<file path="config.mk">
export PLATFORM = sky130hd
export DESIGN_NAME = pad_override_and_pin_output_mux
export DESIGN_NICKNAME = d
export VERILOG_FILES = /design/src/hw/pad_mux_pkg.sv /design/src/hw/pad_override_and_pin_output_mux.sv
export SDC_FILE = /design/constraint.sdc
export NUM_CORES = 1
export LEC_CHECK = 0
export ABC_AREA = 1
export BUFFER_PORTS_ARGS = -buffer_cell sky130_fd_sc_hd__buf_2
export CORE_MARGIN = 5
export CORE_UTILIZATION = 46
export DETAILED_ROUTE_END_ITERATION = 10
export GPL_TIMING_DRIVEN = 0
export MAX_ROUTING_LAYER = met4
export PLACE_DENSITY_LB_ADDON = 0.05
export SYNTH_ARGS = -nofsm -noshare
export SYNTH_HDL_FRONTEND = slang
export SYNTH_SLANG_ARGS = --single-unit
</file>
<file path="constraint.sdc">
create_clock -name sys_clk_i -period 1.1 [get_ports sys_clk_i]
set_input_delay 0.11 -clock sys_clk_i [delete_from_list [all_inputs] [get_ports sys_clk_i]]
set_output_delay 0.11 -clock sys_clk_i [all_outputs]
set_load 0.05 [all_outputs]
</file>
<file path="src/hw/pad_mux_pkg.sv">
// Package for the pad override and indicator pin output mux.
// Assumes a 16-bit management register port with one-cycle read latency.
package pad_mux_pkg;

	localparam int REG_AW = 11;
	localparam int REG_DW = 16;

	// Register offsets
	localparam logic [REG_AW-1:0] PAD_OVERRIDE_CONFIG_ADDR = 11'h461;
	localparam logic [REG_AW-1:0] INDICATOR_PIN_OUTPUT_SELECT_ADDR = 11'h462;

	// Reset values
	localparam logic [REG_DW-1:0] PAD_OVERRIDE_CONFIG_RST = 16'h0005;
	localparam logic [REG_DW-1:0] INDICATOR_PIN_OUTPUT_SELECT_RST = 16'h0000;

	// Writable bits; reserved bits 10-6 of the pad register read zero
	localparam logic [REG_DW-1:0] PAD_OVERRIDE_CONFIG_WMASK = 16'hf83f;
	localparam logic [REG_DW-1:0] INDICATOR_PIN_OUTPUT_SELECT_WMASK = 16'hffff;

	// Pad register fields
	localparam int DIR_VALUE_BIT = 15;
	localparam int DIR_FORCE_BIT = 14;
	localparam int PULL_VALUE_LSB = 12;
	localparam int PULL_FORCE_BIT = 11;
	localparam int STRENGTH_LSB = 0;
	localparam int NUM_STRENGTH = 3;

	// Output select register fields, pin 0 at lane 0, pin 2 at lane 1
	localparam int PIN_FIELD_STRIDE = 8;
	localparam int SEL_LSB = 0;
	localparam int INV_BIT = 3;
	localparam int SRC_LSB = 4;
	localparam int DIV_BIT = 7;

	// Default indicator function code for pin 0
	localparam logic [3:0] PIN0_INDICATOR_DEFAULT = 4'h8;

	typedef enum logic [2:0] {
		OSEL_INDICATOR = 3'b000,
		OSEL_CLOCK = 3'b001,
		OSEL_INTERRUPT = 3'b010,
		OSEL_LOW = 3'b011,
		OSEL_RSVD4 = 3'b100,
		OSEL_RSVD5 = 3'b101,
		OSEL_ZERO = 3'b110,
		OSEL_ONE = 3'b111
	} out_sel_e;

	typedef enum logic [2:0] {
		CSRC_CRYSTAL = 3'b000,
		CSRC_LD30 = 3'b001,
		CSRC_ADC30 = 3'b010,
		CSRC_FREE60 = 3'b011,
		CSRC_C7P5 = 3'b100,
		CSRC_PLL25 = 3'b101,
		CSRC_C2P5 = 3'b110,
		CSRC_NONE = 3'b111
	} clk_src_e;

	// Clock sources seen by the mux
	typedef struct packed {
		logic crystal_input_clock;
		logic free_ld30;
		logic rec_ld30;
		logic rec_adc30;
		logic free60;
		logic free_c7p5;
		logic rec_c7p5;
		logic pll25;
		logic free_c2p5;
		logic rec_c2p5;
	} clk_srcs_s;

	// Pad overrides applied to the pad ring
	typedef struct packed {
		logic dir_force;
		logic dir_input;
		logic pull_force;
		logic [1:0] pull_value;
		logic [NUM_STRENGTH-1:0][1:0] strength;
		logic [NUM_STRENGTH-1:0] fast_slew;
	} pad_ctrl_s;

endpackage

</file>
<file path="src/hw/pad_override_and_pin_output_mux.sv">
// Pad override and indicator pin output mux, two registers and two pin muxes.
// Assumes all sources and the register port are synchronous to sys_clk_i.
//
// Summary of operation
// - Direction override bit forces all pads except management and reset pads.
// - Direction value 0 makes overridden pads outputs, 1 makes them inputs.
// - Pull override bit takes pad pulls from register control.
// - Two-bit pull value field gives the applied pull setting.
// - Low bit of each MAC pad strength field selects fast slew.
// - Pin 2 select: indicator, clock, interrupt, low, reserved, zero, one.
// - Pin 0 select uses the same encoding with its own indicator.
// - Pin 2 clock source field chooses one of seven clocks.
// - Pin 0 clock source field uses the same seven codes.
// - Line-driver, 7.5 and 2.5 MHz sources follow master or slave role.
// - Code 5 delivers the 25 MHz PLL reference.
// - Pin 2 divide bit halves the selected clock.
// - Pin 2 invert bit inverts the selected clock.
// - Pin 0 divide bit halves the selected clock.
// - Pin 0 invert bit inverts the selected clock.
// - Pin 0 indicator defaults to link with stretched activity blink.
`timescale 1ns/1ps

module pad_override_and_pin_output_mux
#(
	parameter int NUM_PINS = 2
)
(
	input wire logic sys_clk_i,
	input wire logic rst_n_i,
	input wire logic [pad_mux_pkg::REG_AW-1:0] reg_addr_i,
	input wire logic [pad_mux_pkg::REG_DW-1:0] reg_wdata_i,
	input wire logic reg_wr_i,
	input wire logic reg_rd_i,
	output logic [pad_mux_pkg::REG_DW-1:0] reg_rdata_o,
	input wire pad_mux_pkg::clk_srcs_s clk_srcs_i,
	input wire logic link_master_i,
	input wire logic [NUM_PINS-1:0] indicator_i,
	input wire logic interrupt_i,
	output logic [3:0] pin0_indicator_func_o,
	output pad_mux_pkg::pad_ctrl_s pad_ctrl_o,
	output logic [NUM_PINS-1:0] pin_out_o
);
	import pad_mux_pkg::*;

	generate
		if (NUM_PINS != 2)
		begin : g_pins_check
			$error("NUM_PINS must be 2");
		end
	endgenerate

	// ---------------------------------------------------------------
	// Register file
	// ---------------------------------------------------------------
	logic [REG_DW-1:0] pad_cfg;
	logic [REG_DW-1:0] pin_sel;
	logic [REG_DW-1:0] rdata;
	logic [REG_DW-1:0] next_pad_cfg;
	logic [REG_DW-1:0] next_pin_sel;
	logic [REG_DW-1:0] next_rdata;

	function automatic logic [REG_DW-1:0] masked_write(input logic [REG_DW-1:0] old,
		input logic [REG_DW-1:0] wdata, input logic [REG_DW-1:0] wmask);
		masked_write = (old & ~wmask) | (wdata & wmask);
	endfunction

	always_comb
	begin
		next_pad_cfg = pad_cfg;
		next_pin_sel = pin_sel;
		next_rdata = '0;
		if (reg_wr_i && reg_addr_i == PAD_OVERRIDE_CONFIG_ADDR)
			next_pad_cfg = masked_write(pad_cfg, reg_wdata_i, PAD_OVERRIDE_CONFIG_WMASK);
		else if (reg_wr_i && reg_addr_i == INDICATOR_PIN_OUTPUT_SELECT_ADDR)
			next_pin_sel = masked_write(pin_sel, reg_wdata_i, INDICATOR_PIN_OUTPUT_SELECT_WMASK);
		if (reg_rd_i && reg_addr_i == PAD_OVERRIDE_CONFIG_ADDR)
			next_rdata = pad_cfg & PAD_OVERRIDE_CONFIG_WMASK;
		else if (reg_rd_i && reg_addr_i == INDICATOR_PIN_OUTPUT_SELECT_ADDR)
			next_rdata = pin_sel;
	end

	always_ff @(posedge sys_clk_i or negedge rst_n_i)
	begin
		if (!rst_n_i)
		begin
			pad_cfg <= PAD_OVERRIDE_CONFIG_RST;
			pin_sel <= INDICATOR_PIN_OUTPUT_SELECT_RST;
			rdata <= '0;
		end
		else
		begin
			pad_cfg <= next_pad_cfg;
			pin_sel <= next_pin_sel;
			rdata <= next_rdata;
		end
	end

	assign reg_rdata_o = rdata;

	// ---------------------------------------------------------------
	// Pad overrides
	// ---------------------------------------------------------------
	pad_ctrl_s next_pad_ctrl;

	always_comb
	begin
		next_pad_ctrl.dir_force = pad_cfg[DIR_FORCE_BIT];
		next_pad_ctrl.dir_input = pad_cfg[DIR_FORCE_BIT] & pad_cfg[DIR_VALUE_BIT];
		next_pad_ctrl.pull_force = pad_cfg[PULL_FORCE_BIT];
		next_pad_ctrl.pull_value = pad_cfg[PULL_FORCE_BIT] ?
			pad_cfg[PULL_VALUE_LSB +: 2] : 2'h0;
		for (int i = 0; i < NUM_STRENGTH; i++)
		begin
			next_pad_ctrl.strength[i] = pad_cfg[STRENGTH_LSB + 2*i +: 2];
			next_pad_ctrl.fast_slew[i] = pad_cfg[STRENGTH_LSB + 2*i];
		end
	end

	always_ff @(posedge sys_clk_i or negedge rst_n_i)
	begin
		if (!rst_n_i)
			pad_ctrl_o <= '0;
		else
			pad_ctrl_o <= next_pad_ctrl;
	end

	assign pin0_indicator_func_o = PIN0_INDICATOR_DEFAULT;

	// ---------------------------------------------------------------
	// Clock source selection
	// ---------------------------------------------------------------
	function automatic logic pick_clock(input logic [2:0] src, input clk_srcs_s c,
		input logic master);
		case (clk_src_e'(src))
			CSRC_CRYSTAL: pick_clock = c.crystal_input_clock;
			CSRC_LD30: pick_clock = master ? c.free_ld30 : c.rec_ld30;
			CSRC_ADC30: pick_clock = c.rec_adc30;
			CSRC_FREE60: pick_clock = c.free60;
			CSRC_C7P5: pick_clock = master ? c.free_c7p5 : c.rec_c7p5;
			CSRC_PLL25: pick_clock = c.pll25;
			CSRC_C2P5: pick_clock = master ? c.free_c2p5 : c.rec_c2p5;
			default: pick_clock = 1'b0;
		endcase
	endfunction

	// ---------------------------------------------------------------
	// Per-pin output mux
	// ---------------------------------------------------------------
	logic [NUM_PINS-1:0] src_clk;
	logic [NUM_PINS-1:0] src_prev;
	logic [NUM_PINS-1:0] half_clk;
	logic [NUM_PINS-1:0] next_src_prev;
	logic [NUM_PINS-1:0] next_half_clk;
	logic [NUM_PINS-1:0] next_pin_out;

	genvar g;
	generate
		for (g = 0; g < NUM_PINS; g++)
		begin : g_pin
			logic [2:0] sel;
			logic [2:0] src;
			logic div_en;
			logic inv_en;
			logic clk_pre;

			assign sel = pin_sel[g*PIN_FIELD_STRIDE + SEL_LSB +: 3];
			assign src = pin_sel[g*PIN_FIELD_STRIDE + SRC_LSB +: 3];
			assign div_en = pin_sel[g*PIN_FIELD_STRIDE + DIV_BIT];
			assign inv_en = pin_sel[g*PIN_FIELD_STRIDE + INV_BIT];

			always_comb
			begin
				src_clk[g] = pick_clock(src, clk_srcs_i, link_master_i);
				next_src_prev[g] = src_clk[g];
				// Toggle on each rising edge of the sampled source
				next_half_clk[g] = half_clk[g] ^ (src_clk[g] & ~src_prev[g]);
				// Divide first, then invert
				clk_pre = div_en ? half_clk[g] : src_clk[g];
				case (out_sel_e'(sel))
					OSEL_INDICATOR: next_pin_out[g] = indicator_i[g];
					OSEL_CLOCK: next_pin_out[g] = clk_pre ^ inv_en;
					OSEL_INTERRUPT: next_pin_out[g] = interrupt_i;
					OSEL_ONE: next_pin_out[g] = 1'b1;
					default: next_pin_out[g] = 1'b0;
				endcase
			end
		end
	endgenerate

	always_ff @(posedge sys_clk_i or negedge rst_n_i)
	begin
		if (!rst_n_i)
		begin
			src_prev <= '0;
			half_clk <= '0;
			pin_out_o <= '0;
		end
		else
		begin
			src_prev <= next_src_prev;
			half_clk <= next_half_clk;
			pin_out_o <= next_pin_out;
		end
	end

	// ---------------------------------------------------------------
	// Assertions
	// ---------------------------------------------------------------
	a_dir_force_out: assert property (@(posedge sys_clk_i) disable iff (!rst_n_i)
		(reg_wr_i && reg_addr_i == PAD_OVERRIDE_CONFIG_ADDR && reg_wdata_i[DIR_FORCE_BIT])
		|-> ##2 pad_ctrl_o.dir_force)
		else $error("direction override not applied");

	a_dir_value_gate: assert property (@(posedge sys_clk_i) disable iff (!rst_n_i)
		pad_ctrl_o.dir_input |-> pad_ctrl_o.dir_force)
		else $error("direction value active without override");

	a_pull_force_out: assert property (@(posedge sys_clk_i) disable iff (!rst_n_i)
		pad_ctrl_o.pull_force == $past(pad_cfg[PULL_FORCE_BIT]))
		else $error("pull override not applied");

	a_pull_value_out: assert property (@(posedge sys_clk_i) disable iff (!rst_n_i)
		$past(pad_cfg[PULL_FORCE_BIT]) |-> pad_ctrl_o.pull_value == $past(pad_cfg[13:12]))
		else $error("pull value wrong");

	a_slew_bit_map: assert property (@(posedge sys_clk_i) disable iff (!rst_n_i)
		pad_ctrl_o.fast_slew == {pad_ctrl_o.strength[2][0], pad_ctrl_o.strength[1][0],
		pad_ctrl_o.strength[0][0]})
		else $error("slew bit mismatch");

	a_pin2_const_one: assert property (@(posedge sys_clk_i) disable iff (!rst_n_i)
		pin_sel[10:8] == OSEL_ONE |=> pin_out_o[1])
		else $error("pin 2 constant one wrong");

	a_pin0_irq_route: assert property (@(posedge sys_clk_i) disable iff (!rst_n_i)
		pin_sel[2:0] == OSEL_INTERRUPT |=> pin_out_o[0] == $past(interrupt_i))
		else $error("pin 0 interrupt route wrong");

	a_rsvd_code_low: assert property (@(posedge sys_clk_i) disable iff (!rst_n_i)
		(pin_sel[2:1] == 2'h2) |=> !pin_out_o[0])
		else $error("reserved code not low");

	a_rsvd_read_zero: assert property (@(posedge sys_clk_i) disable iff (!rst_n_i)
		(reg_rd_i && reg_addr_i == PAD_OVERRIDE_CONFIG_ADDR) |=> reg_rdata_o[10:6] == 5'h0)
		else $error("reserved bits not zero");

	a_pin0_inv_clk: assert property (@(posedge sys_clk_i) disable iff (!rst_n_i)
		(pin_sel[2:0] == OSEL_CLOCK && pin_sel[6:4] == CSRC_CRYSTAL && !pin_sel[7]
		&& pin_sel[3]) |=> pin_out_o[0] == !$past(clk_srcs_i.crystal_input_clock))
		else $error("pin 0 inversion wrong");

	a_dir_force_clear: assert property (@(posedge sys_clk_i) disable iff (!rst_n_i)
		(reg_wr_i && reg_addr_i == PAD_OVERRIDE_CONFIG_ADDR && !reg_wdata_i[DIR_FORCE_BIT])
		|-> ##2 !pad_ctrl_o.dir_force)
		else $error("direction override not released");

	a_dir_value_out: assert property (@(posedge sys_clk_i) disable iff (!rst_n_i)
		pad_ctrl_o.dir_input == $past(pad_cfg[DIR_FORCE_BIT] && pad_cfg[DIR_VALUE_BIT]))
		else $error("direction value not applied");

	a_pull_value_idle: assert property (@(posedge sys_clk_i) disable iff (!rst_n_i)
		!$past(pad_cfg[PULL_FORCE_BIT]) |-> pad_ctrl_o.pull_value == 2'h0)
		else $error("pull value leaks without override");

	a_strength_out: assert property (@(posedge sys_clk_i) disable iff (!rst_n_i)
		$past(rst_n_i) |->
		pad_ctrl_o.strength == $past(pad_cfg[STRENGTH_LSB +: 2*NUM_STRENGTH]))
		else $error("pad strength not applied");

	// ---------------------------------------------------------------
	// Pin mux assertions
	// ---------------------------------------------------------------
	a_pin2_crystal_clk: assert property (@(posedge sys_clk_i) disable iff (!rst_n_i)
		(g_pin[1].sel == OSEL_CLOCK && g_pin[1].src == CSRC_CRYSTAL && !g_pin[1].div_en)
		|=> pin_out_o[1] == ($past(clk_srcs_i.crystal_input_clock) ^ $past(g_pin[1].inv_en)))
		else $error("pin 2 crystal clock wrong");

	a_pin0_ld30_role: assert property (@(posedge sys_clk_i) disable iff (!rst_n_i)
		(g_pin[0].sel == OSEL_CLOCK && g_pin[0].src == CSRC_LD30 && !g_pin[0].div_en)
		|=> pin_out_o[0] == (($past(link_master_i) ? $past(clk_srcs_i.free_ld30)
		: $past(clk_srcs_i.rec_ld30)) ^ $past(g_pin[0].inv_en)))
		else $error("pin 0 line-driver clock wrong");

	a_pin2_c7p5_role: assert property (@(posedge sys_clk_i) disable iff (!rst_n_i)
		(g_pin[1].sel == OSEL_CLOCK && g_pin[1].src == CSRC_C7P5 && !g_pin[1].div_en)
		|=> pin_out_o[1] == (($past(link_master_i) ? $past(clk_srcs_i.free_c7p5)
		: $past(clk_srcs_i.rec_c7p5)) ^ $past(g_pin[1].inv_en)))
		else $error("pin 2 7.5 MHz clock wrong");

	a_pin0_c2p5_role: assert property (@(posedge sys_clk_i) disable iff (!rst_n_i)
		(g_pin[0].sel == OSEL_CLOCK && g_pin[0].src == CSRC_C2P5 && !g_pin[0].div_en)
		|=> pin_out_o[0] == (($past(link_master_i) ? $past(clk_srcs_i.free_c2p5)
		: $past(clk_srcs_i.rec_c2p5)) ^ $past(g_pin[0].inv_en)))
		else $error("pin 0 2.5 MHz clock wrong");

	a_pin2_pll_ref: assert property (@(posedge sys_clk_i) disable iff (!rst_n_i)
		(g_pin[1].sel == OSEL_CLOCK && g_pin[1].src == CSRC_PLL25 && !g_pin[1].div_en)
		|=> pin_out_o[1] == ($past(clk_srcs_i.pll25) ^ $past(g_pin[1].inv_en)))
		else $error("pin 2 PLL reference wrong");

	a_pin0_adc_clk: assert property (@(posedge sys_clk_i) disable iff (!rst_n_i)
		(g_pin[0].sel == OSEL_CLOCK && g_pin[0].src == CSRC_ADC30 && !g_pin[0].div_en)
		|=> pin_out_o[0] == ($past(clk_srcs_i.rec_adc30) ^ $past(g_pin[0].inv_en)))
		else $error("pin 0 converter clock wrong");

	a_pin2_free60_clk: assert property (@(posedge sys_clk_i) disable iff (!rst_n_i)
		(g_pin[1].sel == OSEL_CLOCK && g_pin[1].src == CSRC_FREE60 && !g_pin[1].div_en)
		|=> pin_out_o[1] == ($past(clk_srcs_i.free60) ^ $past(g_pin[1].inv_en)))
		else $error("pin 2 free 60 MHz clock wrong");

	a_pin2_half_rate: assert property (@(posedge sys_clk_i) disable iff (!rst_n_i)
		(g_pin[1].sel == OSEL_CLOCK && g_pin[1].div_en && $stable(pin_sel)
		&& pin_sel == $past(pin_sel, 2) && $changed(pin_out_o[1])) |=> $stable(pin_out_o[1]))
		else $error("pin 2 divided clock too fast");

	a_pin0_half_rate: assert property (@(posedge sys_clk_i) disable iff (!rst_n_i)
		(g_pin[0].sel == OSEL_CLOCK && g_pin[0].div_en && $stable(pin_sel)
		&& pin_sel == $past(pin_sel, 2) && $changed(pin_out_o[0])) |=> $stable(pin_out_o[0]))
		else $error("pin 0 divided clock too fast");

	a_div_then_inv: assert property (@(posedge sys_clk_i) disable iff (!rst_n_i)
		(g_pin[1].sel == OSEL_CLOCK && g_pin[1].div_en && g_pin[1].inv_en)
		|=> pin_out_o[1] == !$past(half_clk[1]))
		else $error("pin 2 divide and invert order wrong");

	a_pin2_indicator: assert property (@(posedge sys_clk_i) disable iff (!rst_n_i)
		g_pin[1].sel == OSEL_INDICATOR |=> pin_out_o[1] == $past(indicator_i[1]))
		else $error("pin 2 indicator route wrong");

	a_pin0_low_codes: assert property (@(posedge sys_clk_i) disable iff (!rst_n_i)
		(g_pin[0].sel == OSEL_LOW || g_pin[0].sel == OSEL_ZERO) |=> !pin_out_o[0])
		else $error("pin 0 low code not low");

	a_select_latency: assert property (@(posedge sys_clk_i) disable iff (!rst_n_i)
		(reg_wr_i && reg_addr_i == INDICATOR_PIN_OUTPUT_SELECT_ADDR)
		|=> pin_sel == $past(reg_wdata_i & INDICATOR_PIN_OUTPUT_SELECT_WMASK))
		else $error("select write not taken");

	a_unmapped_write: assert property (@(posedge sys_clk_i) disable iff (!rst_n_i)
		(reg_wr_i && reg_addr_i != PAD_OVERRIDE_CONFIG_ADDR
		&& reg_addr_i != INDICATOR_PIN_OUTPUT_SELECT_ADDR) |=> $stable(pad_cfg) && $stable(pin_sel))
		else $error("unmapped write changed a register");

endmodule

</file>
==> impl_summary.log, run 1 <==
INFO  metric floorplan.die.height = 87.4 um
INFO  metric antenna_cells_inserted = 0
INFO  metric critical_path.startpoint_type = flop
INFO  metric min-delay-start = reg_wdata_i[12]
INFO  metric timing.slew.headroom = 50.2%
INFO  metric worst_hold_path.num_cells = 3
INFO  metric synthCells = 283
INFO  metric crit-reg2reg-launch = pin_sel[4]$_DFFE_PN0P_
INFO  metric power.ir.vdd_worst = 0.722 mV
INFO  metric yosysUniqueCellTypes = 34
INFO  metric synth_largest_type_area_fraction = 52.7%
INFO  metric violations = setup timing
INFO  metric route.antenna.remaining_nets = 0
INFO  metric htree_levels = 3
INFO  metric first_iter_violations = 98
INFO  metric dp_hpwl = 4.45 mm
INFO  metric row_count = 28
INFO  metric timing_worst_slew_pin_value = between 700 and 800 ps
INFO  metric synth_area_per_cell = 9.74 um2
INFO  metric yosys_register_bits = 60
INFO  metric layout.core_utilization = 65.0%
INFO  metric clock.fmax = 755 MHz
INFO  metric number_of_buffers_on_the_longest_clock_path = 2
INFO  metric min_path_type = primary input to flop
INFO  metric gr_ovfl_total = 0
INFO  metric 1st_pass_router_iterations = 4
INFO  metric globalplace.congestion = 0.793
INFO  metric detail_route.drc_violations = 0
INFO  metric clock_tree.root_cell = clkbuf_8
INFO  metric drt-total-wl = 6.53 mm
INFO  metric setup_total_negative_slack = -1090 ps
INFO  metric timing_worst_setup_path_type = flop to flop
INFO  metric powerDensity = 1350 nW/um2
INFO  metric rsz_0062_raised_after_global_routing = yes
INFO  metric synth_top_area_cell = dfrtp_1
INFO  metric worst_setup_slack_after_placement = -272 ps
INFO  metric clock_sink_count = 60
INFO  metric timing.final.crit_period = ~1300 ps
INFO  metric layout.cells.most_common = buf_2
INFO  metric cellLeakagePower = a little over 2 nW
INFO  metric initial_core_util = 46.8%
INFO  metric crit_path_end_kind = flop
INFO  metric finalSetupViolations = 7
INFO  metric hold-path-endpoint = pad_cfg[12]$_DFFE_PN0P_
INFO  metric worstRegToRegCells = 10
INFO  metric path_clk_slew = roughly 60 ps
INFO  metric tritoncts.num_buffers = 9
INFO  metric core_area = ~5900 um2
INFO  metric grt.total_usage = 18.5%
INFO  metric worst-r2r-setup-slack = -220 ps
INFO  metric design.die.area = 7640 um2
INFO  metric post_drt_wl_per_cell = 13.8 um
INFO  metric most_frequent_cells_in_the_layout = buf_2, nand2_1, dfrtp_1
INFO  metric route.vias.total = 2306
INFO  metric first_global_vias = 2219
INFO  metric final.setup.worst_slack = -224 ps
INFO  metric layout_worst_path_cycle_share = 120%
INFO  metric r2r_end = pin_out_o[0]$_DFF_PN0_
INFO  metric maxSlewViolCount = 0
INFO  metric final.setup_skew = around 10 ps
INFO  metric worst_ep_arrival = 1550 ps
INFO  metric synth_seq_area_share = between 50% and 60%
INFO  metric status = finished, violations left
INFO  metric synthesis.yosys.warnings = 0
INFO  metric cap_viol_max_count = 0
INFO  metric ioPinCount = 81
INFO  metric combined_area_of_all_synthesized_cells = 2760 um2
INFO  metric pin_count_of_the_biggest_net_entering_global_routing = 61
INFO  metric fraction_of_final_layout_cells_with_drive_strength_greater_than_1 = 48.9%
INFO  metric timing_hold_violations_final = 0
INFO  metric via_per_inst = approximately 4.9
INFO  metric cts_tree = yes
INFO  metric cp_max_fo = 5
INFO  metric die_w = 87.4 um
INFO  metric design_power_total = 0.00518 W
INFO  metric grt_antenna_before_repair = 0
INFO  metric final_nets = about 440
INFO  metric flow.area_growth_from_synthesis = 38.8%
INFO  metric grt_first_pass_wirelength = approximately 10 mm
INFO  metric placement.io_buffers = 76
INFO  metric clkLatencyLatePin = 340 ps
INFO  metric yosys-top-cells-area = dfrtp_1, nand2_1, o21ai_2
INFO  metric critPathRequiredTime = roughly 1300 ps
## cell usage after synthesis
cell / number
clkbuf_1: 1
inv_2: 1
buf_2: 1
a31oi_1: 1
or2_2: 2
nor3_1: 8
o31ai_1: 7
xor2_1: 2
nand2_4: 2
a41oi_1: 1
dfstp_2: 2
nand3_1: 24
o21ai_1: 6
nand2_2: 2
o21ai_2: 16
nand3b_4: 1
buf_4: 9
nand2_1: 67
inv_1: 31
o31ai_2: 3
nor3_2: 1
nor2_1: 9
nor4_2: 1
nand4_1: 3
mux2_4: 5
nor2_2: 4
dfrtp_1: 58
buf_6: 4
conb_1: 2
a21oi_1: 4
nand3_2: 1
clkinv_2: 1
nor2_4: 1
o21ai_0: 2
## flip-flops by register name, indices dropped and copies added, names as in the netlist
| register | flops |
|---|---|
| pin_sel | 16 |
| reg_rdata_o | 16 |
| pad_cfg | 11 |
| pad_ctrl_o | 11 |
| half_clk | 2 |
| pin_out_o | 2 |
| src_prev | 2 |
## power by group
| group | total, W | switching (W) | internal [W] |
|---|---|---|---|
| logic | 0.000391 | 0.000231 | 0.000160 |
| clock network | 0.00248 | 0.000852 | 0.00163 |
| registers | 0.00231 | 0.0000466 | 0.00226 |
## per-layer routing
layer,share of wire (%),wire length (um),global-route usage (%),up-vias
li1,-,-,-,1125
met1,40,2620,21.2,1105
met2,53,3440,31.1,64
met3,5.7,373,5.77,12
met4,1.6,102,5.44,0
met5,0,0,-,-
## stage by stage
| step | hold WS, ps | instance area [um2] | instances |
|---|---|---|---|
| detailed placement | 337 | 3240 | 436 |
| global placement | 337 | 3240 | 436 |
| floorplan | -186 | 2760 | 285 |
| global route | 40.5 | 3830 | 472 |
| finish | 49.8 | 3830 | 472 |
| CTS | 38.1 | 3660 | 466 |
## worst max-delay path, stage by stage, from the launching register on
cell and delay, ps:
dfrtp_1 420, inv_2 130, nor2_4 50, nand3_2 80
nand2_2 60, nor2_4 150, nand2_2 80, nand2_2 70
nand3_2 70, nand3_2 60, nand2_1 40
## kinds of logic after synthesis
kind of cell / count (synthesis) / synth area share (%)
and+or+nand+nor: 126 / 21.8
DFF: 60 / 54.6
buffers and inverters: 48 / 8.94
AOI/OAI and AO/OA: 40 / 11.1
muxes: 5 / 2.72
xor gates and xnor gates: 2 / 0.636
other: 2 / 0.272
## worst max-delay path by stage
stage | from | cells after the start | endpoint | slack (ps)
floorplan | pin_sel[12]$_DFFE_PN0P_ | 10 | pin_out_o[1]$_DFF_PN0_ | -60
global placement | pin_sel[5]$_DFFE_PN0P_ | 11 | pin_out_o[0]$_DFF_PN0_ | -250
detailed placement | reg_addr_i[4] | 7 | reg_rdata_o[14]$_DFF_PN0_ | -270
CTS | pin_sel[5]$_DFFE_PN0P_ | 10 | pin_out_o[0]$_DFF_PN0_ | -190
global route | pin_sel[13]$_DFFE_PN0P_ | 11 | pin_out_o[1]$_DFF_PN0_ | -320
finish | pin_sel[4]$_DFFE_PN0P_ | 10 | pin_out_o[0]$_DFF_PN0_ | -220
## repair_timing
item | CTS | global route
hold buffers | 6 | 1
gates resized for setup | 19 | 33
setup endpoints to repair | 8 | 12
pin swaps | 7 | 14
endpoints found under the hold margin | 6 | 58
buffers inserted | 8 | 5
## cell type report
| cell class | instances | area, um2 |
|---|---|---|
| Clock inverter | 4 | 95.1 |
| Fill cell | 501 | 2060 |
| Timing Repair Buffer | 96 | 592 |
| Multi-Input combinational cell | 177 | 1130 |
| Tap cell | 75 | 93.8 |
| Inverter | 33 | 125 |
| Sequential cell | 60 | 1510 |
| Buffer | 15 | 133 |
| Clock buffer | 12 | 155 |
Note: power is estimated with default switching activity, not from simulation.
==> run 2, diff against run 1 <==
--- a/config.mk
+++ b/config.mk
@@ -7,7 +7,7 @@
 export LEC_CHECK = 0
 export ABC_AREA = 1
 export BUFFER_PORTS_ARGS = -buffer_cell sky130_fd_sc_hd__buf_2
-export CORE_MARGIN = 5
+export CORE_MARGIN = 4
 export CORE_UTILIZATION = 46
 export DETAILED_ROUTE_END_ITERATION = 10
 export GPL_TIMING_DRIVEN = 0
==> run 2 against run 1 <==
The flow still finishes with violations (setup timing); final area shrank 2.4%; sequential cell count is the same; die area shrank 4.5%; sequential power is essentially flat; register-to-register slack lost 70 ps; non-clock buffer count grew 1; routed wire length grew 5.1%; count of clock-buffer cells in the layout grew 1; critical path depth shrank 1; final cell count shrank 0.64%; critical path type unchanged; critical endpoint is now half_clk[0]$_DFF_PN0_; largest cell class unchanged.
==> impl_summary.log, run 2 (same netlist as run 1, synthesis figures left out) <==
INFO  metric status = finished, violations left (unchanged)
INFO  metric violations = setup timing (unchanged)
INFO  metric gr_ovfl_total = 0 (unchanged)
INFO  metric switchingPower = 0.00109 W (was 0.00113 W)
INFO  metric floorplan.die.height = 85.4 um (was 87.4 um)
INFO  metric first_global_vias = 2279 (was 2219)
INFO  metric clock_sink_count = 60 (unchanged)
INFO  metric die_w = 85.4 um (was 87.4 um)
INFO  metric min-delay-start = reg_wdata_i[12] (unchanged)
INFO  metric row_count = 27 (was 28)
INFO  metric grt_antenna_before_repair = 0 (unchanged)
INFO  metric final.setup.worst_slack = -298 ps (was -224 ps)
INFO  metric placement.io_buffers = 76 (unchanged)
INFO  metric ioPinCount = 81 (unchanged)
INFO  metric power.ir.vdd_worst = 0.893 mV (was 0.722 mV)
INFO  metric timing.final.crit_period = 1400 ps (was 1320 ps)
INFO  metric via_per_inst = 4.89 (about the same)
INFO  metric worst-r2r-setup-slack = -300 ps (was -220 ps)
INFO  metric globalplace.congestion = 0.771 (was 0.793)
INFO  metric num-fill-cells = 477 (was 501)
INFO  metric cp_max_fo = 5 (unchanged)
INFO  metric placedCellCount = 433 (was 436)
INFO  metric antenna_cells_inserted = 0 (unchanged)
INFO  metric layout_worst_path_cycle_share = 127% (was 120%)
INFO  metric number_of_buffers_on_the_longest_clock_path = 2 (unchanged)
INFO  metric core_area = 5640 um2 (was 5890 um2)
INFO  metric htree_levels = 3 (unchanged)
INFO  metric pin_count_of_the_biggest_net_entering_global_routing = 61 (unchanged)
INFO  metric cellInternalPower = 0.00352 W (was 0.00405 W)
INFO  metric fraction_of_final_layout_cells_with_drive_strength_greater_than_1 = 46.6% (was 48.9%)
INFO  metric tritoncts.num_buffers = 9 (unchanged)
INFO  metric clock_power_share = 41.2% (was 47.9%)
INFO  metric design.die.area = 7290 um2 (was 7640 um2)
INFO  metric post_drt_wl_per_cell = 14.6 um (was 13.8 um)
INFO  metric cellLeakagePower = 1.99 nW (was 2.02 nW)
INFO  metric timing.slew.headroom = 50.6% (was 50.2%)
INFO  metric worst_hold_slack = 44.1 ps (was 49.8 ps)
INFO  metric powerDensity = 1230 nW/um2 (was 1350 nW/um2)
INFO  metric drt-total-wl = 6.87 mm (was 6.53 mm)
INFO  metric finalNonFillerCells = 469 (was 472)
INFO  metric detail_route.drc_violations = 0 (unchanged)
INFO  metric clock_tree.root_cell = clkbuf_8 (unchanged)
INFO  metric layout.cells.most_common = buf_2 (unchanged)
INFO  metric pwr-share-comb = 8.7% (was 7.6%)
INFO  metric timing_worst_slew_pin_value = 740 ps (was 746 ps)
INFO  metric cts_tree = yes (unchanged)
INFO  metric rsz_0062_raised_after_global_routing = yes (unchanged)
INFO  metric timing_hold_violations_final = 0 (unchanged)
INFO  metric flow.area_growth_from_synthesis = 35.5% (was 38.8%)
INFO  metric dp_hpwl = 4.55 mm (was 4.45 mm)
INFO  metric critical_path.startpoint_type = flop (unchanged)
INFO  metric worst_ep_arrival = 1650 ps (was 1550 ps)
INFO  metric route.antenna.remaining_nets = 0 (unchanged)
INFO  metric maxSlewViolCount = 0 (unchanged)
INFO  metric path_clk_slew = 60 ps (about the same)
INFO  metric final.setup_skew = 5.33 ps (was 9.96 ps)
INFO  metric initial_core_util = 48.9% (was 46.8%)
INFO  metric route.vias.total = 2295 (was 2306)
INFO  metric finalSetupViolations = 6 (was 7)
INFO  metric min_path_type = primary input to flop (unchanged)
INFO  metric grt_first_pass_wirelength = 10.8 mm (was 10.4 mm)
INFO  metric crit-reg2reg-launch = pin_sel[4]$_DFFE_PN0P_ (unchanged)
INFO  metric final_nets = 438 (was 437)
INFO  metric critPathRequiredTime = 1360 ps (was 1320 ps)
INFO  metric clock.fmax = 715 MHz (was 755 MHz)
INFO  metric 1st_pass_router_iterations = 4 (unchanged)
INFO  metric clkLatencyLatePin = 330 ps (was 340 ps)
INFO  metric netSwitchingFraction = 23.7% (was 21.8%)
INFO  metric first_iter_violations = 131 (was 98)
INFO  metric crit_path_end_kind = flop (unchanged)
INFO  metric most_frequent_cells_in_the_layout = buf_2, nand2_1, dfrtp_1 (unchanged)
INFO  metric pwr-share-seq = 50.2% (was 44.6%)
INFO  metric cap_viol_max_count = 0 (unchanged)
INFO  metric grt.total_usage = 19.9% (was 18.5%)
INFO  metric timing_worst_setup_path_type = flop to flop (unchanged)
INFO  metric critical_path.startpoint = pin_sel[4]$_DFFE_PN0P_ (unchanged)
==> run 2: changes by cell type in the layout (fill, tap and decap cells not counted) <==
cell       delta
nand2_2       -1
nor2_1        +1
clkbuf_1      +2
buf_4         -2
nand3_1       +5
inv_4         +1
clkinv_2      -1
nor2_2        +1
bufinv_16     -2
nand3_2       -5
nand2_1       +1
clkbuf_8      -1
buf_6         +3
nor2_4        -2
==> run 2: worst paths after layout <==
| kind | depth (start not counted) | to |
|---|---|---|
| setup / recovery | 9 | half_clk[0]$_DFF_PN0_ |
| hold / removal | 3 | pad_cfg[12]$_DFFE_PN0P_ |
| setup reg to reg | 9 | half_clk[0]$_DFF_PN0_ |
| hold reg to reg | 0 | pad_ctrl_o[4]$_DFF_PN0_ |
| max in group asynchronous | 2 | pin_sel[5]$_DFFE_PN0P_ |
| min in group asynchronous | 2 | reg_rdata_o[10]$_DFF_PN0_ |
==> run 2: worst max-delay path: stages, from the launching register on <==
cell and delay, ps:
dfrtp_1 420, inv_2 110, nand2_1 50, nor2_1 110, nand2_1 80, nand2_2 80
nor2_4 50, buf_4 130, a21oi_2 130, xor2_1 160
==> run 2: final cells by class <==
class | instances | area, um2 | share of cell area (%)
buffer | 15 | 136 | 3.65
clock buffer | 13 | 149 | 3.99
clock inverter | 2 | 35.0 | 0.938
inverter | 33 | 126 | 3.38
multi-input combinational | 177 | 1090 | 29.1
sequential | 60 | 1510 | 40.3
tap | 72 | 90.1 | 2.41
timing repair buffer | 97 | 607 | 16.2
==> run 2: power groups by stage <==
stage,Combinational [W],Clock (W),Sequential [W]
4_1_cts,0.000385,0.00195,0.00231
2_1_floorplan,0.000157,0,0.00236
6_report,0.000400,0.00190,0.00231
3_5_place_dp,0.000345,0,0.00235
5_1_grt,0.000442,0.00207,0.00232
3_3_place_gp,0.000340,0,0.00235
==> run 2: metal layers <==
metal	global-route usage (%)	vias to the layer above	wire length (um)	part of all wire (%)
li1	-	1132	-	-
met1	22.3	1072	2670	39
met2	33.2	84	3660	53
met3	6.50	7	453	6.6
met4	7.05	0	86	1.3
met5	-	-	0	0
==> run 2: metrics by stage <==
stage	cell area (um2)	util, %	total power, W	setup WS (ps)	TNS (ps)
after global routing	3740	66.2	0.00483	-380	-2110
after detailed placement	3230	57.3	0.00269	-270	-22440
final	3740	66.2	0.00461	-298	-1540
after floorplan	2760	-	0.00252	-64.1	-152
after CTS	3610	64.0	0.00465	-222	-911
after global placement	3230	57.3	0.00269	-241	-20400
==> run 2: what timing repair did <==
action	CTS	global route
gates resized for setup	26	21
pin swaps	6	9
hold endpoints to repair	6	58
setup buffers	8	6
hold buffers	6	1
endpoints found under the setup margin	9	14
==> run 3, diff against run 2 <==
==> constraint.sdc (replaced) <==
create_clock -name sys_clk_i -period 1.1 [get_ports sys_clk_i]
set_input_delay 0.22 -clock sys_clk_i [delete_from_list [all_inputs] [get_ports sys_clk_i]]
set_output_delay 0.22 -clock sys_clk_i [all_outputs]
set_load 0.05 [all_outputs]
==> run 3 against run 2 <==
Die area unchanged; register-to-register slack improved by 60 ps; first-iteration DRC count decreased by 29%; largest power group is now the clock network; critical endpoint is now pin_out_o[1]$_DFF_PN0_; global-route usage decreased by 0.14 points; the flow still finishes with violations (setup timing).
==> impl_summary.log, run 3 (same netlist as run 1, synthesis figures left out) <==
INFO  metric status = finished, violations left (unchanged)
INFO  metric violations = setup timing (unchanged)
INFO  metric most_frequent_cells_in_the_layout = dfrtp_1, nand2_1, buf_2 (was buf_2, nand2_1, dfrtp_1)
INFO  metric first_iter_violations = 93 (was 131)
INFO  metric detail_route.drc_violations = 0 (unchanged)
INFO  metric post_drt_wl_per_cell = 14.7 um (was 14.6 um)
INFO  metric fraction_of_final_layout_cells_with_drive_strength_greater_than_1 = 53.7% (was 46.6%)
INFO  metric powerDensity = 1260 nW/um2 (was 1230 nW/um2)
INFO  metric clock_tree.root_cell = clkbuf_8 (unchanged)
INFO  metric final_nets = 431 (was 438)
INFO  metric placement.io_buffers = 76 (unchanged)
INFO  metric timing_hold_violations_final = 0 (unchanged)
INFO  metric timing_worst_setup_path_type = flop to flop (unchanged)
INFO  metric via_per_inst = 4.91 (was 4.89)
INFO  metric path_clk_slew = 70 ps (was 60 ps)
INFO  metric critPathRequiredTime = 1320 ps (was 1360 ps)
INFO  metric clock.fmax = 750 MHz (was 715 MHz)
INFO  metric ioPinCount = 81 (unchanged)
INFO  metric clkLatencyLatePin = 330 ps (about the same)
INFO  metric critical_path.startpoint_type = flop (unchanged)
INFO  metric number_of_buffers_on_the_longest_clock_path = 2 (unchanged)
INFO  metric core_area = 5640 um2 (unchanged)
INFO  metric cp_max_fo = 5 (unchanged)
INFO  metric cts_tree = yes (unchanged)
INFO  metric grt.total_usage = 19.8% (was 19.9%)
INFO  metric power.ir.vdd_worst = 0.882 mV (was 0.893 mV)
INFO  metric placed_cell_area = 3320 um2 (was 3230 um2)
INFO  metric layout_worst_path_cycle_share = 121% (was 127%)
INFO  metric rsz_0062_raised_after_global_routing = yes (unchanged)
INFO  metric tritoncts.num_buffers = 9 (unchanged)
INFO  metric die_w = 85.4 um (unchanged)
INFO  metric multi_input_area = 1200 um2 (was 1090 um2)
INFO  metric worst_ep_arrival = 1550 ps (was 1650 ps)
INFO  metric min_path_type = primary input to flop (unchanged)
INFO  metric globalplace.congestion = 0.767 (was 0.771)
INFO  metric floorplan.die.height = 85.4 um (unchanged)
INFO  metric route.antenna.remaining_nets = 0 (unchanged)
INFO  metric timing_worst_slew_pin_value = 535 ps (was 740 ps)
INFO  metric htree_levels = 3 (unchanged)
INFO  metric 1st_pass_router_iterations = 4 (unchanged)
INFO  metric antenna_cells_inserted = 0 (unchanged)
INFO  metric grt_antenna_before_repair = 0 (unchanged)
INFO  metric first_global_vias = 2323 (was 2279)
INFO  metric num-fill-cells = 434 (was 477)
INFO  metric final.setup.worst_slack = -234 ps (was -298 ps)
INFO  metric cap_viol_max_count = 0 (unchanged)
INFO  metric flow.area_growth_from_synthesis = 46.0% (was 35.5%)
INFO  metric maxSlewViolCount = 0 (unchanged)
INFO  metric initial_core_util = 48.9% (unchanged)
INFO  metric grt_first_pass_wirelength = 10.9 mm (was 10.8 mm)
INFO  metric cellLeakagePower = 2.04 nW (was 1.99 nW)
INFO  metric dp_hpwl = 4.61 mm (was 4.55 mm)
INFO  metric final.setup_skew = 4.74 ps (was 5.33 ps)
INFO  metric timing.slew.headroom = 64.3% (was 50.6%)
INFO  metric crit_path_end_kind = flop (unchanged)
INFO  metric row_count = 27 (unchanged)
INFO  metric route.vias.total = 2275 (was 2295)
INFO  metric clock_sink_count = 60 (unchanged)
INFO  metric design.die.area = 7290 um2 (unchanged)
INFO  metric layout.cells.most_common = dfrtp_1 (was buf_2)
INFO  metric register_area = 1510 um2 (about the same)
INFO  metric finalSetupViolations = 12 (was 6)
INFO  metric drt-total-wl = 6.82 mm (was 6.87 mm)
INFO  metric gr_ovfl_total = 0 (unchanged)
INFO  metric design_power_total = 0.00506 W (was 0.00461 W)
INFO  metric pin_count_of_the_biggest_net_entering_global_routing = 61 (unchanged)
INFO  metric final_cell_area = 4020 um2 (was 3740 um2)
INFO  metric timing.final.crit_period = 1330 ps (was 1400 ps)
-- run 3: worst paths after layout --
check,slack (ps),from,cells after the start,end
worst min register to register,410,pad_cfg[0]$_DFFE_PN1P_,0,pad_ctrl_o[0]$_DFF_PN0_
worst min-delay path,100,indicator_i[0],3,pin_out_o[0]$_DFF_PN0_
max in group asynchronous,260,rst_n_i,2,pin_sel[5]$_DFFE_PN0P_
worst max-delay path,-230,pin_sel[12]$_DFFE_PN0P_,10,pin_out_o[1]$_DFF_PN0_
min in group asynchronous,440,rst_n_i,2,pad_ctrl_o[1]$_DFF_PN0_
worst max register to register,-230,pin_sel[12]$_DFFE_PN0P_,10,pin_out_o[1]$_DFF_PN0_
-- run 3: area by class of cell --
| class | instances | share of cell area [%] |
|---|---|---|
| Sequential cell | 60 | 37.5 |
| Multi-Input combinational cell | 177 | 29.9 |
| Timing Repair Buffer | 90 | 17.6 |
| Buffer | 15 | 3.73 |
| Clock buffer | 11 | 3.26 |
| Inverter | 33 | 3.20 |
| Clock inverter | 5 | 2.49 |
| Tap cell | 72 | 2.24 |
-- run 3: critical path, cell delays in order (launching register included) --
cell     delay [ps]
dfrtp_1         410
inv_2           130
nor2_4           50
nand3_2          80
nand2_2          70
nor2_4          150
nand2_2          80
nand2_2          60
nand3_2          60
nand3_2          80
nand2_2          40
-- run 3: repair_timing --
action,4_1_cts,5_1_grt
buffers inserted,7,7
hold buffers,1,0
setup endpoints to repair,40,90
gates resized for setup,73,37
endpoints found under the hold margin,58,0
pin swaps,4,21
-- run 3: report_power, final --
group,internal [W],total [W],switching (W)
logic,0.000157,0.000399,0.000242
registers,0.00226,0.00231,0.0000492
clock network,0.00150,0.00235,0.000852
-- run 3: stage by stage --
step | util (%) | setup TNS (ps) | setup slack [ps] | std cells | hold slack (ps)
floorplan | - | -747 | -64.1 | 285 | -75.6
global placement | 58.9 | -28930 | -413 | 433 | 395
detailed placement | 58.9 | -30180 | -424 | 433 | 404
CTS | 68.0 | -1230 | -204 | 457 | 91.8
global route | 71.3 | -2230 | -328 | 463 | 94.0
finish | 71.3 | -1380 | -234 | 463 | 96.7
-- run 3: per-layer routing --
layer	up-vias	wire length, um	track usage (%)
met5	-	0	-
met4	0	63	6.04
met3	8	358	4.08
met2	68	3650	33.9
met1	1078	2750	23.3
li1	1121	-	-
